### src/flash_prot_pkg.sv
// Purpose: constants shared by the flash protection host controller
// Assumes: 10 MHz pclk, 32-bit apb, x16 flash with 22 word address bits
// Notes:   register offsets are byte addresses of aligned words
package flash_prot_pkg;

    // ------------------------------------------------------------
    // timing
    // ------------------------------------------------------------
    localparam int CLK_PERIOD_NS = 100;
    localparam int STROBE_NS = 120;
    // least time, so round up
    localparam int STROBE_CYC = (STROBE_NS + CLK_PERIOD_NS - 1) / CLK_PERIOD_NS;
    localparam int SYNC_CYC = 3;

    // ------------------------------------------------------------
    // register map
    // ------------------------------------------------------------
    localparam logic [7:0] ADDR_OFF = 8'h00;
    localparam logic [7:0] WDATA_OFF = 8'h04;
    localparam logic [7:0] CTRL_OFF = 8'h08;
    localparam logic [7:0] CMD_OFF = 8'h0C;
    localparam logic [7:0] STATUS_OFF = 8'h10;
    localparam logic [7:0] RDATA_OFF = 8'h14;
    localparam logic [7:0] PMAP_OFF = 8'h18;

    // ctrl fields
    localparam int CTRL_HV_BIT = 0;
    localparam int CTRL_WP_BIT = 1;
    localparam int CTRL_RST_BIT = 2;
    localparam int CTRL_SEC_BIT = 3;
    localparam logic [3:0] CTRL_RESET = 4'h6;

    // status fields
    localparam int STAT_BUSY_BIT = 0;
    localparam int STAT_REFUSED_BIT = 1;
    localparam int STAT_DONE_BIT = 2;

    // ------------------------------------------------------------
    // flash geometry and codes
    // ------------------------------------------------------------
    localparam int ADDR_W = 22;
    localparam int DATA_W = 16;
    localparam int GROUPS = 32;
    localparam int GROUP_LSB = 17;
    localparam int SECTOR_LSB = 15;
    localparam logic [7:0] PROT_CODE = 8'h01;
    localparam logic [31:0] PMAP_RESET = 32'h0000_0000;

    typedef enum logic [1:0] {
        OP_READ = 2'h0,
        OP_WRITE = 2'h1,
        OP_VERIFY = 2'h2,
        OP_UNPROT = 2'h3
    } op_t;

    function automatic logic [4:0] group_of(input logic [ADDR_W-1:0] a);
        return a[ADDR_W-1:GROUP_LSB];
    endfunction

    function automatic logic in_first_sector(input logic [ADDR_W-1:0] a);
        return a[ADDR_W-1:SECTOR_LSB] == '0;
    endfunction

endpackage

### src/flash_prot_host.sv
// Purpose: apb-driven host that runs flash bus cycles for group protection
// Assumes: flash pins asynchronous; external switch puts reset pin at
//          high_voltage_level while hv_request is high
// Notes:   zero-wait apb slave; one flash cycle at a time
//
// Chosen here: the address map and register access over APB.
`timescale 1ns/1ns

module flash_prot_host (
    // clock and reset
    input wire logic pclk,
    input wire logic presetn,
    // apb slave
    input wire logic psel,
    input wire logic penable,
    input wire logic pwrite,
    input wire logic [7:0] paddr,
    input wire logic [31:0] pwdata,
    output logic [31:0] prdata,
    output logic pready,
    output logic pslverr,
    // flash bus
    output logic [flash_prot_pkg::ADDR_W-1:0] flash_addr,
    output logic [flash_prot_pkg::DATA_W-1:0] dq_out,
    output logic dq_oe,
    input wire logic [flash_prot_pkg::DATA_W-1:0] dq_in,
    output logic ce_n,
    output logic oe_n,
    output logic we_n,
    // protection controls
    output logic flash_reset_n,
    output logic hv_request,
    output logic guard_n
);

    typedef enum logic [4:0] {
        ST_IDLE = 5'b00001,
        ST_SETUP = 5'b00010,
        ST_STROBE = 5'b00100,
        ST_SETTLE = 5'b01000,
        ST_HOLD = 5'b10000
    } state_t;

    localparam int AW = flash_prot_pkg::ADDR_W;
    localparam int DW = flash_prot_pkg::DATA_W;

    if (!(flash_prot_pkg::STROBE_CYC inside {[1:7]})) begin : g_strobe_chk
        $error("strobe count out of counter range");
    end

    // ------------------------------------------------------------
    // registers
    // ------------------------------------------------------------
    logic [AW-1:0] addr_reg, next_addr_reg;
    logic [DW-1:0] wdata_reg, next_wdata_reg;
    logic [3:0] ctrl, next_ctrl;
    logic [DW-1:0] rdata_reg, next_rdata_reg;
    logic [31:0] pmap, next_pmap;
    logic refused, next_refused;
    logic done, next_done;
    state_t state, next_state;
    flash_prot_pkg::op_t op, next_op;
    logic [2:0] cnt, next_cnt;
    logic [DW-1:0] dq_sync;

    logic wr_en, rd_en, mapped, start, refuse, busy;
    logic [31:0] rd_mux;

    flash_pin_sync #(.WIDTH(DW)) u_sync (
        .pclk(pclk),
        .presetn(presetn),
        .pin_in(dq_in),
        .pin_sync(dq_sync)
    );

    // ------------------------------------------------------------
    // apb decode
    // ------------------------------------------------------------
    assign busy = state != ST_IDLE;
    assign wr_en = psel && penable && pwrite && mapped;
    assign rd_en = psel && penable && !pwrite;
    assign pready = 1'b1;
    assign pslverr = psel && penable && !mapped;
    assign start = wr_en && paddr == flash_prot_pkg::CMD_OFF;

    always_comb begin
        mapped = 1'b1;
        rd_mux = '0;
        case (paddr)
            flash_prot_pkg::ADDR_OFF: rd_mux = {10'h000, addr_reg};
            flash_prot_pkg::WDATA_OFF: rd_mux = {16'h0000, wdata_reg};
            flash_prot_pkg::CTRL_OFF: rd_mux = {28'h000_0000, ctrl};
            flash_prot_pkg::CMD_OFF: rd_mux = '0;
            flash_prot_pkg::STATUS_OFF: rd_mux = {29'h0000_0000, done,
                                                  refused, busy};
            flash_prot_pkg::RDATA_OFF: rd_mux = {16'h0000, rdata_reg};
            flash_prot_pkg::PMAP_OFF: rd_mux = pmap;
            default: mapped = 1'b0;
        endcase
    end

    // refusal of a command before any pin moves
    always_comb begin
        refuse = busy;
        if (pwdata[1:0] == flash_prot_pkg::OP_UNPROT) begin
            // unprotect needs high voltage and every group protected
            if (!ctrl[flash_prot_pkg::CTRL_HV_BIT]) refuse = 1'b1;
            if (pmap != 32'hFFFF_FFFF) refuse = 1'b1;
        end
        // no array access while still mapped onto the secure region
        if (ctrl[flash_prot_pkg::CTRL_SEC_BIT] &&
            !flash_prot_pkg::in_first_sector(addr_reg)) refuse = 1'b1;
    end

    // ------------------------------------------------------------
    // register next values
    // ------------------------------------------------------------
    always_comb begin
        next_addr_reg = addr_reg;
        next_wdata_reg = wdata_reg;
        next_ctrl = ctrl;
        next_pmap = pmap;
        next_refused = refused;
        next_done = done;
        prdata = rd_en ? rd_mux : 32'h0000_0000;
        if (wr_en && !busy) begin
            if (paddr == flash_prot_pkg::ADDR_OFF)
                next_addr_reg = pwdata[AW-1:0];
            if (paddr == flash_prot_pkg::WDATA_OFF)
                next_wdata_reg = pwdata[DW-1:0];
            if (paddr == flash_prot_pkg::PMAP_OFF)
                next_pmap = pwdata;
        end
        // ctrl is taken even mid-cycle so high voltage can drop at once
        if (wr_en && paddr == flash_prot_pkg::CTRL_OFF)
            next_ctrl = pwdata[3:0];
        if (wr_en && paddr == flash_prot_pkg::STATUS_OFF) begin
            if (pwdata[flash_prot_pkg::STAT_REFUSED_BIT]) next_refused = 1'b0;
            if (pwdata[flash_prot_pkg::STAT_DONE_BIT]) next_done = 1'b0;
        end
        if (start) next_done = 1'b0;
        // sets after clears so a same-cycle event wins
        if (start && refuse) next_refused = 1'b1;
        if (state == ST_HOLD) next_done = 1'b1;
        // identification read of a group address updates the map
        if (state == ST_SETTLE && cnt == 3'(0) &&
            op == flash_prot_pkg::OP_VERIFY)
            next_pmap[flash_prot_pkg::group_of(addr_reg)] =
                dq_sync[7:0] == flash_prot_pkg::PROT_CODE;
    end

    // ------------------------------------------------------------
    // flash cycle sequencer
    // ------------------------------------------------------------
    always_comb begin
        next_state = state;
        next_op = op;
        next_cnt = cnt;
        next_rdata_reg = rdata_reg;
        case (state)
            ST_IDLE: begin
                if (start && !refuse) begin
                    next_op = flash_prot_pkg::op_t'(pwdata[1:0]);
                    next_state = ST_SETUP;
                end
            end
            ST_SETUP: begin
                next_cnt = 3'(flash_prot_pkg::STROBE_CYC - 1);
                next_state = ST_STROBE;
            end
            ST_STROBE: begin
                if (cnt != 3'(0)) begin
                    next_cnt = cnt - 3'(1);
                end else if (op == flash_prot_pkg::OP_READ ||
                             op == flash_prot_pkg::OP_VERIFY) begin
                    // wait out synchroniser latency before sampling
                    next_cnt = 3'(flash_prot_pkg::SYNC_CYC);
                    next_state = ST_SETTLE;
                end else begin
                    next_state = ST_HOLD;
                end
            end
            ST_SETTLE: begin
                if (cnt != 3'(0)) begin
                    next_cnt = cnt - 3'(1);
                end else begin
                    next_rdata_reg = dq_sync;
                    next_state = ST_HOLD;
                end
            end
            ST_HOLD: next_state = ST_IDLE;
            default: next_state = ST_IDLE;
        endcase
    end

    always_ff @(posedge pclk or negedge presetn) begin
        if (!presetn) begin
            addr_reg <= '0;
            wdata_reg <= '0;
            ctrl <= flash_prot_pkg::CTRL_RESET;
            rdata_reg <= '0;
            pmap <= flash_prot_pkg::PMAP_RESET;
            refused <= 1'b0;
            done <= 1'b0;
            state <= ST_IDLE;
            op <= flash_prot_pkg::OP_READ;
            cnt <= '0;
        end else begin
            addr_reg <= next_addr_reg;
            wdata_reg <= next_wdata_reg;
            ctrl <= next_ctrl;
            rdata_reg <= next_rdata_reg;
            pmap <= next_pmap;
            refused <= next_refused;
            done <= next_done;
            state <= next_state;
            op <= next_op;
            cnt <= next_cnt;
        end
    end

    // ------------------------------------------------------------
    // pins
    // ------------------------------------------------------------
    logic is_write;
    assign is_write = op == flash_prot_pkg::OP_WRITE ||
                      op == flash_prot_pkg::OP_UNPROT;
    assign flash_addr = addr_reg;
    assign dq_out = wdata_reg;
    assign dq_oe = busy && is_write;
    assign ce_n = !(state inside {ST_SETUP, ST_STROBE, ST_SETTLE});
    assign we_n = !(state == ST_STROBE && is_write);
    assign oe_n = !(state inside {ST_STROBE, ST_SETTLE} && !is_write);
    // level steered by software; secure lock works at either level
    assign hv_request = ctrl[flash_prot_pkg::CTRL_HV_BIT];
    assign flash_reset_n = ctrl[flash_prot_pkg::CTRL_RST_BIT];
    assign guard_n = ctrl[flash_prot_pkg::CTRL_WP_BIT];
endmodule

### src/flash_pin_sync.sv
// Purpose: three-stage synchroniser for flash data pins
// Assumes: single pclk domain
// Notes:   output moves only once stages two and three agree
`timescale 1ns/1ns
module flash_pin_sync #(
    parameter int WIDTH = 16
) (
    // clock and reset
    input wire logic pclk,
    input wire logic presetn,
    // pins
    input wire logic [WIDTH-1:0] pin_in,
    output logic [WIDTH-1:0] pin_sync
);

    logic [WIDTH-1:0] s1, s2, s3;
    logic [WIDTH-1:0] next_pin_sync;

    if (WIDTH < 1) begin : g_width_chk
        $error("width must be positive");
    end

    always_comb begin
        next_pin_sync = pin_sync;
        if (s2 == s3) begin
            next_pin_sync = s3;
        end
    end

    always_ff @(posedge pclk or negedge presetn) begin
        if (!presetn) begin
            s1 <= '0;
            s2 <= '0;
            s3 <= '0;
            pin_sync <= '0;
        end else begin
            s1 <= pin_in;
            s2 <= s1;
            s3 <= s2;
            pin_sync <= next_pin_sync;
        end
    end

endmodule

### config.mk
export PLATFORM = sky130hd
export DESIGN_NAME = flash_prot_host
export DESIGN_NICKNAME = d
export VERILOG_FILES = /design/src/flash_prot_pkg.sv /design/src/flash_prot_host.sv /design/src/flash_pin_sync.sv
export SDC_FILE = /design/constraint.sdc
export NUM_CORES = 1
export LEC_CHECK = 0
export ABC_AREA = 1
export BUFFER_PORTS_ARGS = -buffer_cell sky130_fd_sc_hd__buf_2
export CORE_ASPECT_RATIO = 0.9
export CORE_MARGIN = 1
export CORE_UTILIZATION = 38
export CTS_CLUSTER_SIZE = 20
export DETAILED_ROUTE_END_ITERATION = 8
export MAX_ROUTING_LAYER = met4
export SETUP_SLACK_MARGIN = 0.5
export SYNTH_ARGS = -nofsm -noshare
export SYNTH_HDL_FRONTEND = slang
export SYNTH_SLANG_ARGS = --single-unit
### constraint.sdc
create_clock -name pclk -period 2 [get_ports pclk]
set_clock_uncertainty 0.1 [all_clocks]
set_input_delay 0.1 -clock pclk [delete_from_list [all_inputs] [get_ports pclk]]
set_output_delay 0.1 -clock pclk [all_outputs]
set_load 0.05 [all_outputs]
; Yosys cells after proc, flatten, opt, wreduce, memory -nomap -nowiden
; Cells that the tools add are included.
[classes]
reduce_logical = 49
n_bitwise = 1
mux = 29
n_lt_le_gt_ge = 2
add_sub_neg = 1
eq_ne = 24
[op_table]
columns = operator, n
row1 = 32-bit one-hot mux with 6 select lines, 1
row2 = 32-bit 2-to-1 mux, 4
row3 = 32-bit bitwise mux, 1
row4 = "32-bit inequality test, second input constant", 1
row5 = "8-bit by 5-bit equality test with 1-bit output, second input constant", 3
row6 = 5-bit 2-to-1 mux, 4
row7 = 5-bit one-hot mux with 4 select lines, 1
row8 = 1-bit logical AND, 18
row9 = 16-bit equality test, 1
row10 = "8-bit by 4-bit equality test with 1-bit output, second input constant", 2
row11 = 1-bit 2-to-1 mux, 13
row12 = 2-bit AND reduction, 6
row13 = 3-bit nonzero test, 4
row14 = 1-bit logical NOT, 9
row15 = 3-bit 2-to-1 mux, 3
row16 = 3-bit one-hot mux with 3 select lines, 1
row17 = "8-bit by 1-bit equality test with 1-bit output, second input constant", 1
row18 = "8-bit by 3-bit equality test with 1-bit output, second input constant", 1
row19 = 8-bit logical NOT, 1
row20 = "2-bit inequality test, second input constant", 4
row21 = 7-bit logical NOT, 1
row22 = 7-bit OR reduction, 1
row23 = "2-bit equality test, second input constant", 3
row24 = "5-bit by 6-bit less-than comparator with 1-bit output, second input constant", 1
row25 = other kinds (17), 21
[totals]
regBits = 166
word_cells = 120

; Logic depth before layout (Yosys ltp)
; Gate-level depths: netlist of the first run.
[depth]
depth_word = 9
ltp_mapped = 14

; Modules after synthesis
; A second synthesis of the first run with hierarchy kept.
[unflattened]
hier_cells = 1040
area_unflattened_um2 = 8162.8
[modules_own_cells]
columns = module, n_inst, cells_per_inst, area_each_um2
row1 = flash_prot_host, 1, 837, 5982.0
row2 = flash_pin_sync, 1, 203, 2180.8

; Worst setup path after synthesis of the first run
; No wires, ideal clock.
[synth_timing]
path_type = in2out
startpoint = input port paddr[3]
endpoint = output port prdata[14]
arrival_ps = 1856
path_stages = 8
path_slack_ps = -56
cell_sequence = inv_1 > nand2_2 > nor2_4 > nand2_1 > clkinv_1 > clkbuf_1 > nand2_1 > a41oi_1
[synth_via]
elab_chain_len = 3
[synth_lines]
columns = item, line
row1 = from (decl), flash_prot_host.sv:17  ; input wire logic [7:0] paddr,
row2 = 8-bit by 5-bit equality test with 1-bit output (tied with other cells), flash_prot_host.sv:89  ; case (paddr)
row3 = 32-bit one-hot mux with 6 select lines (*), flash_prot_host.sv:89
row4 = 32-bit 2-to-1 mux (*), flash_prot_host.sv:125  ; prdata = rd_en ? rd_mux : 32'h0000_0000;
row5 = to (decl), flash_prot_host.sv:19  ; output logic [31:0] prdata,
; Mark *: on every way between the ends. The rest lies on a longest branch, timed or not.

; Final worst setup path of the first run
[layout_timing]
startpoint = register state[0]
endpoint = register pmap[16]
[layout_via]
elab_chain_len = 6
[layout_lines]
columns = item, line
row1 = from (decl), flash_prot_host.sv:61  ; state_t state, next_state;
row2 = from (signal assigned), flash_prot_host.sv:216  ; state <= next_state;
row3 = 5-bit by 1-bit inequality test with 1-bit output, flash_prot_host.sv:79  ; assign busy = state != ST_IDLE;
row4 = 1-bit logical NOT, flash_prot_host.sv:126  ; if (wr_en && !busy) begin
row5 = 1-bit logical AND, flash_prot_host.sv:126
row6 = 32-bit 2-to-1 mux, flash_prot_host.sv:126
row7 = 32-bit bitwise mux, flash_prot_host.sv:148  ; next_pmap[flash_prot_pkg::group_of(addr_reg)] =
row8 = 32-bit 2-to-1 mux (*), flash_prot_host.sv:146  ; if (state == ST_SETTLE && cnt == 3'(0) &&
row9 = net next_pmap[16], flash_prot_host.sv:58  ; logic [31:0] pmap, next_pmap;
row10 = to (signal assigned), flash_prot_host.sv:202  ; pmap <= flash_prot_pkg::PMAP_RESET;
row11 = to (signal assigned), flash_prot_host.sv:213  ; pmap <= next_pmap;
row12 = to (decl), flash_prot_host.sv:58
; Mark *: on every way through the listed nets, which the timed path passes. The rest lies on a longest branch.
; A chain may end at the register's enable or synchronous reset.

==> impl_metrics.ini, run 1 <==
[placed_design]
port_buffers = 138
hpwl_um = 16160
dpl.cell_count = 1372
gp_congestion = 0.9092
place_area_um2 = 9625

[setup_path]
critPathCaptureType = flip-flop
critPathMaxStageDelay_ns = 0.38
crit_start = state[0]
r2r.worst_path.cells = 11
critical_path_class = flip-flop to flip-flop
critPathTopFamily = simple AND/OR/NAND/NOR gates
start_kind = flip-flop
cp.arrival_ns = 2.32
required_ns = 2.22
r2r-start = state[0]
reg2reg_to = pmap[16]
critPathSlowestCell = dfstp_2
crit_cells = 11
crit_chain = buf_6, nor2_4, nand4_4, nor2_4, nand3_4, buf_6, nor4_4, buf_6, nand2_2, nand3_2, nand2_1
cp_num_buf_inv = 3
crit_path_end = pmap[16]
crit_top_cell = buf_6
crit_fanout = 6
r2r_slack_ns = -0.09

[power]
power-per-cell-area_nw_per_um2 = 549.5
p_leak_nw = 6.053
ir_drop_v = 0.0006267

[global_route]
grt_overflow_total = 0
grt_pass1_vias = 7783
grt_max_degree = 54
grt_pass1_wl_um = 43630
antenna_found_initial = 0
gr-usage-all-layers = 0.2769

[layout]
fillers = 1547
nets = 1342
layout-area-overhead-vs-synth_pct = 65.74
final_core_util = 0.6497
layout_commonest_cell = nand2_1
num_antenna_cells = 0
layout_common_cells = 209 x nand2_1, 156 x dfrtp_1, 94 x nor2_1, 93 x nand2_2, 91 x buf_2
fin_cells = 1546
finalInstanceArea_um2 = 13100
largest_register = pmap
largest_register_ffs = 32
drive_above_1_share = 0.4477

[synthesis]
yosys-top-cells-area = dfrtp_1 52%, nand2_1 16%, nor2_1 5.8%
synth_area_um2 = 7906
syn_area_per_cell_um2 = 8.027
synth_top_area_cell = dfrtp_1
synth.distinct_cells = 42
seq_area_frac_synth = 0.5259
yosys.area.top_type_share = 0.5159
synth_fp_nets = 1048
ys_warn_count = 0
syn_inst = 985
ys_ff_latch = 166

[floorplan]
dieArea_um2 = 21390
fp.dieW_um = 154.0
die_y_um = 138.8
initial_core_util = 0.3920
io_pins = 140
num_rows = 49
core_area_um2 = 20170

[detailed_routing]
drt_iter0_markers = 763
via_count = 8180
wl_per_cell_um = 19.04
dr.pass1.iters = 5
wl_um = 29430
avgViaCountPerCell = 5.291
antenna_left = 0
drc = 0

[timing]
finalSetupViolCount = 20
finalSetupTns_ns = -0.6565
whs_ns = 0.04146
worst_pin_slew_ns = 0.6329
max_freq_mhz = 477.5
period_share = 1.047
finalCriticalPeriod_ns = 2.094
slew_headroom = 0.5765
rsz0062_at_grt = true
fin_ws_ns = -0.09418
drv_slew = 0
hold_viol = 0

[cts]
h-tree-depth = 4
max-clock-path-buffers = 2
cts_buffers = 17
clock-root-buffer = clkbuf_16
cts.sinks = 166
cts_tree = built
clk_latency_ns = 0.44
cts.clk_slew.worst_paths_ns = 0.07

[hold_path]
hold_path_class = input pin to flip-flop

[flow_run]
drv_cap = 0

[run_status]
violations = negative setup slack
outcome = complete, but fails checks
[per-stage QoR]
| stage | total power, mW | worst slack (ns) |
|---|---|---|
| 6_report | 7.201 | -0.09418 |
| 5_1_grt | 7.449 | -0.1420 |
| 4_1_cts | 7.234 | -0.03916 |
| 3_5_place_dp | 3.805 | 0.07271 |
| 3_3_place_gp | 3.801 | 0.1238 |
| 2_1_floorplan | 3.618 | 0.3238 |
[worst min path at each step]
| stage | start | depth (start not counted) | end |
|---|---|---|---|
| detailed placement | presetn | 1 | u_sync.s1[13] |
| finish | pwdata[31] | 7 | pmap[31] |
| floorplan | presetn | 0 | cnt[0] |
| global placement | presetn | 1 | u_sync.s1[13] |
| CTS | pwdata[31] | 7 | pmap[31] |
| global route | pwdata[31] | 7 | pmap[31] |
[cells in the mapped netlist (all sizes together)]
cell	instances
a211oi	1
a21oi	15
a221oi	2
a22o	1
a22oi	1
a31oi	3
a41oi	9
buf	24
clkbuf	11
clkinv	2
conb	1
dfrtp	163
dfstp	3
ha	2
inv	92
nand2	336
nand3	70
nand3b	1
nand4	9
nor2	151
nor3	5
nor4	6
o211ai	1
o21ai	62
or2	1
xnor2	9
xor2	4
[where the power goes]
group | internal [mW] | total, mW | switching (mW)
sequential | 3.41 | 3.44 | 0.0301
clock | 1.78 | 3.33 | 1.55
combinational | 0.193 | 0.434 | 0.242
total | 5.38 | 7.20 | 1.82
[cell type report]
class                      instances  area, µm²  share of cell area
timing repair inverter             1      7.507           0.0005729
multi-input combinational        703       4674              0.3567
sequential                       166       4169              0.3182
inverter                          94      431.7             0.03294
clock inverter                    13      163.9             0.01251
tap                              255      319.1             0.02435
timing repair buffer             296       2909              0.2220
clock buffer                      18      429.2             0.03275
[tightest hold or removal path, delay by kind of cell]
family | cells | cell delay [ns]
simple gates | 5 | 0.30
buf+inv | 2 | 0.14
[logic make-up after synthesis]
kind of cell,share of synthesized area
AO/OA/AOI/OAI,0.06726
XOR/XNOR,0.01440
AND/OR/NAND/NOR,0.3198
flip-flops,0.5259
buffers and inverters,0.06900
other,0.0004743
adder cells (fa/ha/maj),0.003165
[layer usage]
metal / up-vias / GRT usage / wire [µm]
met5: - / - / 0
met4: 0 / 0.07632 / 559
met3: 51 / 0.05906 / 2604
met2: 408 / 0.4151 / 13820
met1: 3992 / 0.3784 / 12450
li1: 3729 / - / -
[repair_timing]
item	CTS	global route
hold buffers	48	0
gates resized for setup	244	167
gates cloned	23	4
pin swaps	40	70
setup endpoints to repair	147	158
endpoints found under the hold margin	246	0
setup buffers	41	27
No activity file was read; power rests on OpenSTA's default activity.
==> run 2, diff against run 1 <==
--- a/config.mk
+++ b/config.mk
@@ -13,7 +13,7 @@
 export CTS_CLUSTER_SIZE = 20
 export DETAILED_ROUTE_END_ITERATION = 8
 export MAX_ROUTING_LAYER = met4
-export SETUP_SLACK_MARGIN = 0.5
+export SETUP_SLACK_MARGIN = 0.2
 export SYNTH_ARGS = -nofsm -noshare
 export SYNTH_HDL_FRONTEND = slang
 export SYNTH_SLANG_ARGS = --single-unit
==> constraint.sdc (replaced) <==
create_clock -name pclk -period 2 [get_ports pclk]
set_clock_uncertainty 0.1 [all_clocks]
set_input_delay 0.2 -clock pclk [delete_from_list [all_inputs] [get_ports pclk]]
set_output_delay 0.2 -clock pclk [all_outputs]
set_load 0.05 [all_outputs]
==> run 2 against run 1 <==
Effect of this change: the flow still finishes with violations (negative setup slack); core utilization shrank 2.6 points; critical path depth fell by 3; hold slack got worse by 0.033 ns; largest cell class is now registers.
==> impl_metrics.ini, run 2 (same netlist as run 1, synthesis figures left out) <==
[detailed_routing]
via_count = 7821
avgViaCountPerCell = 5.079
wl_um = 26680
wl_per_cell_um = 17.32
drt_iter0_markers = 622
dr.pass1.iters = 7
antenna_left = 0
drc = 0

[setup_path]
critical_path_class = flip-flop to output pin
critPathTopFamily = buffers and inverters
cp_num_buf_inv = 3
critPathMaxStageDelay_ns = 0.42
cp.arrival_ns = 1.84
required_ns = 1.70
start_kind = flip-flop
crit_chain = inv_2, nand2_4, nor4_4, buf_4, o21ai_2, nor2_2, a31oi_4, buf_6
critPathCaptureType = output pin
critPathSlowestCell = dfrtp_1
crit_fanout = 2

[layout]
ff_latch_area_um2 = 4163
layout_commonest_cell = nand2_1
nets = 1335
fin_cells = 1540
drive_above_1_share = 0.3798
num_antenna_cells = 0
multi_input_area_um2 = 4096
finalInstanceArea_um2 = 12570
largest_register_ffs = 32
layout-area-overhead-vs-synth_pct = 59.04
layout_common_cells = 288 x nand2_1, 159 x dfrtp_1, 104 x nor2_1, 92 x buf_2, 69 x inv_1
largest_register = pmap
fillers = 1655
final_core_util = 0.6234

[placed_design]
place_area_um2 = 9731
port_buffers = 138
hpwl_um = 16470
dpl.cell_count = 1403
gp_congestion = 0.8564

[floorplan]
initial_core_util = 0.3920
num_rows = 49
fp.dieW_um = 154.0
dieArea_um2 = 21390
die_y_um = 138.8
core_area_um2 = 20170
io_pins = 140

[flow_run]
drv_cap = 0

[timing]
rsz0062_at_grt = true
fin_ws_ns = -0.1364
hold_viol = 0
drv_slew = 0
period_share = 1.068
max_freq_mhz = 468.1
finalCriticalPeriod_ns = 2.136
finalSetupViolCount = 31
worst_pin_slew_ns = 0.8141
finalSetupTns_ns = -0.9951
slew_headroom = 0.4552

[cts]
cts_tree = built
clk_latency_ns = 0.43
cts.clk_slew.worst_paths_ns = 0.07
clock-root-buffer = clkbuf_16
cts_buffers = 17
h-tree-depth = 4
max-clock-path-buffers = 2
cts.sinks = 166

[power]
power_frac_comb = 0.056
power-per-cell-area_nw_per_um2 = 571.3
p_clk_frac = 0.465
sw_frac_of_total = 0.2601
p_total_mw = 7.184
switching_power_mw = 1.868
pwr-share-seq = 0.478
p_leak_nw = 6.161
power.internal_mw = 5.316
ir_drop_v = 0.0004866

[global_route]
grt_max_degree = 41
antenna_found_initial = 0
gr-usage-all-layers = 0.2594
grt_pass1_wl_um = 41090
grt_pass1_vias = 7554
grt_overflow_total = 0

[hold_path]
hold_path_class = input pin to flip-flop

[run_status]
outcome = complete, but fails checks
violations = negative setup slack
run 2: tightest hold or removal path, stage by stage:
cell and delay, ns:
buf_2 0.08, inv_1 0.09, o21ai_1 0.14
run 2: power groups by stage:
stage	Sequential, mW	Clock [mW]	Combinational [mW]
6_report	3.43	3.34	0.406
2_1_floorplan	3.50	0	0.112
5_1_grt	3.44	3.54	0.444
3_5_place_dp	3.50	0	0.295
3_3_place_gp	3.50	0	0.293
4_1_cts	3.43	3.40	0.376
run 2: layer usage:
metal / up-vias / part of all wire / GRT usage
met3: 31 / 0.068 / 0.04750
met5: - / 0 / -
met1: 3781 / 0.45 / 0.3535
met2: 315 / 0.46 / 0.3931
met4: 0 / 0.018 / 0.07842
li1: 3694 / - / -
run 2: final timing paths:
path / from / end / slack [ns] / depth (start not counted)
max: state[2] / prdata[0] / -0.14 / 8
min: pwdata[12] / dq_out[12] / 0.009 / 3
max reg2reg: state[2] / pmap[8] / -0.07 / 11
min reg2reg: u_sync.s1[3] / u_sync.s2[3] / 0.25 / 0
max in group asynchronous: presetn / pmap[29] / 1.04 / 3
min in group asynchronous: presetn / u_sync.s1[14] / 0.13 / 2
run 2: what timing repair did:
item,in CTS,in global routing
endpoints found under the setup margin,124,146
hold endpoints to repair,208,0
cloned,15,5
gates resized for setup,203,108
pin swaps,51,36
buffers inserted,30,17
hold buffers,38,0
run 2: cell type report:
cell class                      count  area share
Timing Repair Buffer              301      0.2356
Sequential cell                   166      0.3310
Clock buffer                       18     0.03493
Timing Repair inverter              1   0.0005970
Inverter                           94     0.03244
Multi-Input combinational cell    691      0.3258
Clock inverter                     14     0.01423
Tap cell                          255     0.02537
run 2: stage by stage:
| step | hold slack, ns | setup slack [ns] |
|---|---|---|
| finish | 0.008735 | -0.1364 |
| detailed placement | 0.03096 | -0.07191 |
| floorplan | -0.1956 | 0.07170 |
| global placement | 0.03108 | -0.05306 |
| global route | 0.002121 | -0.2063 |
| CTS | 0.00001454 | -0.1479 |
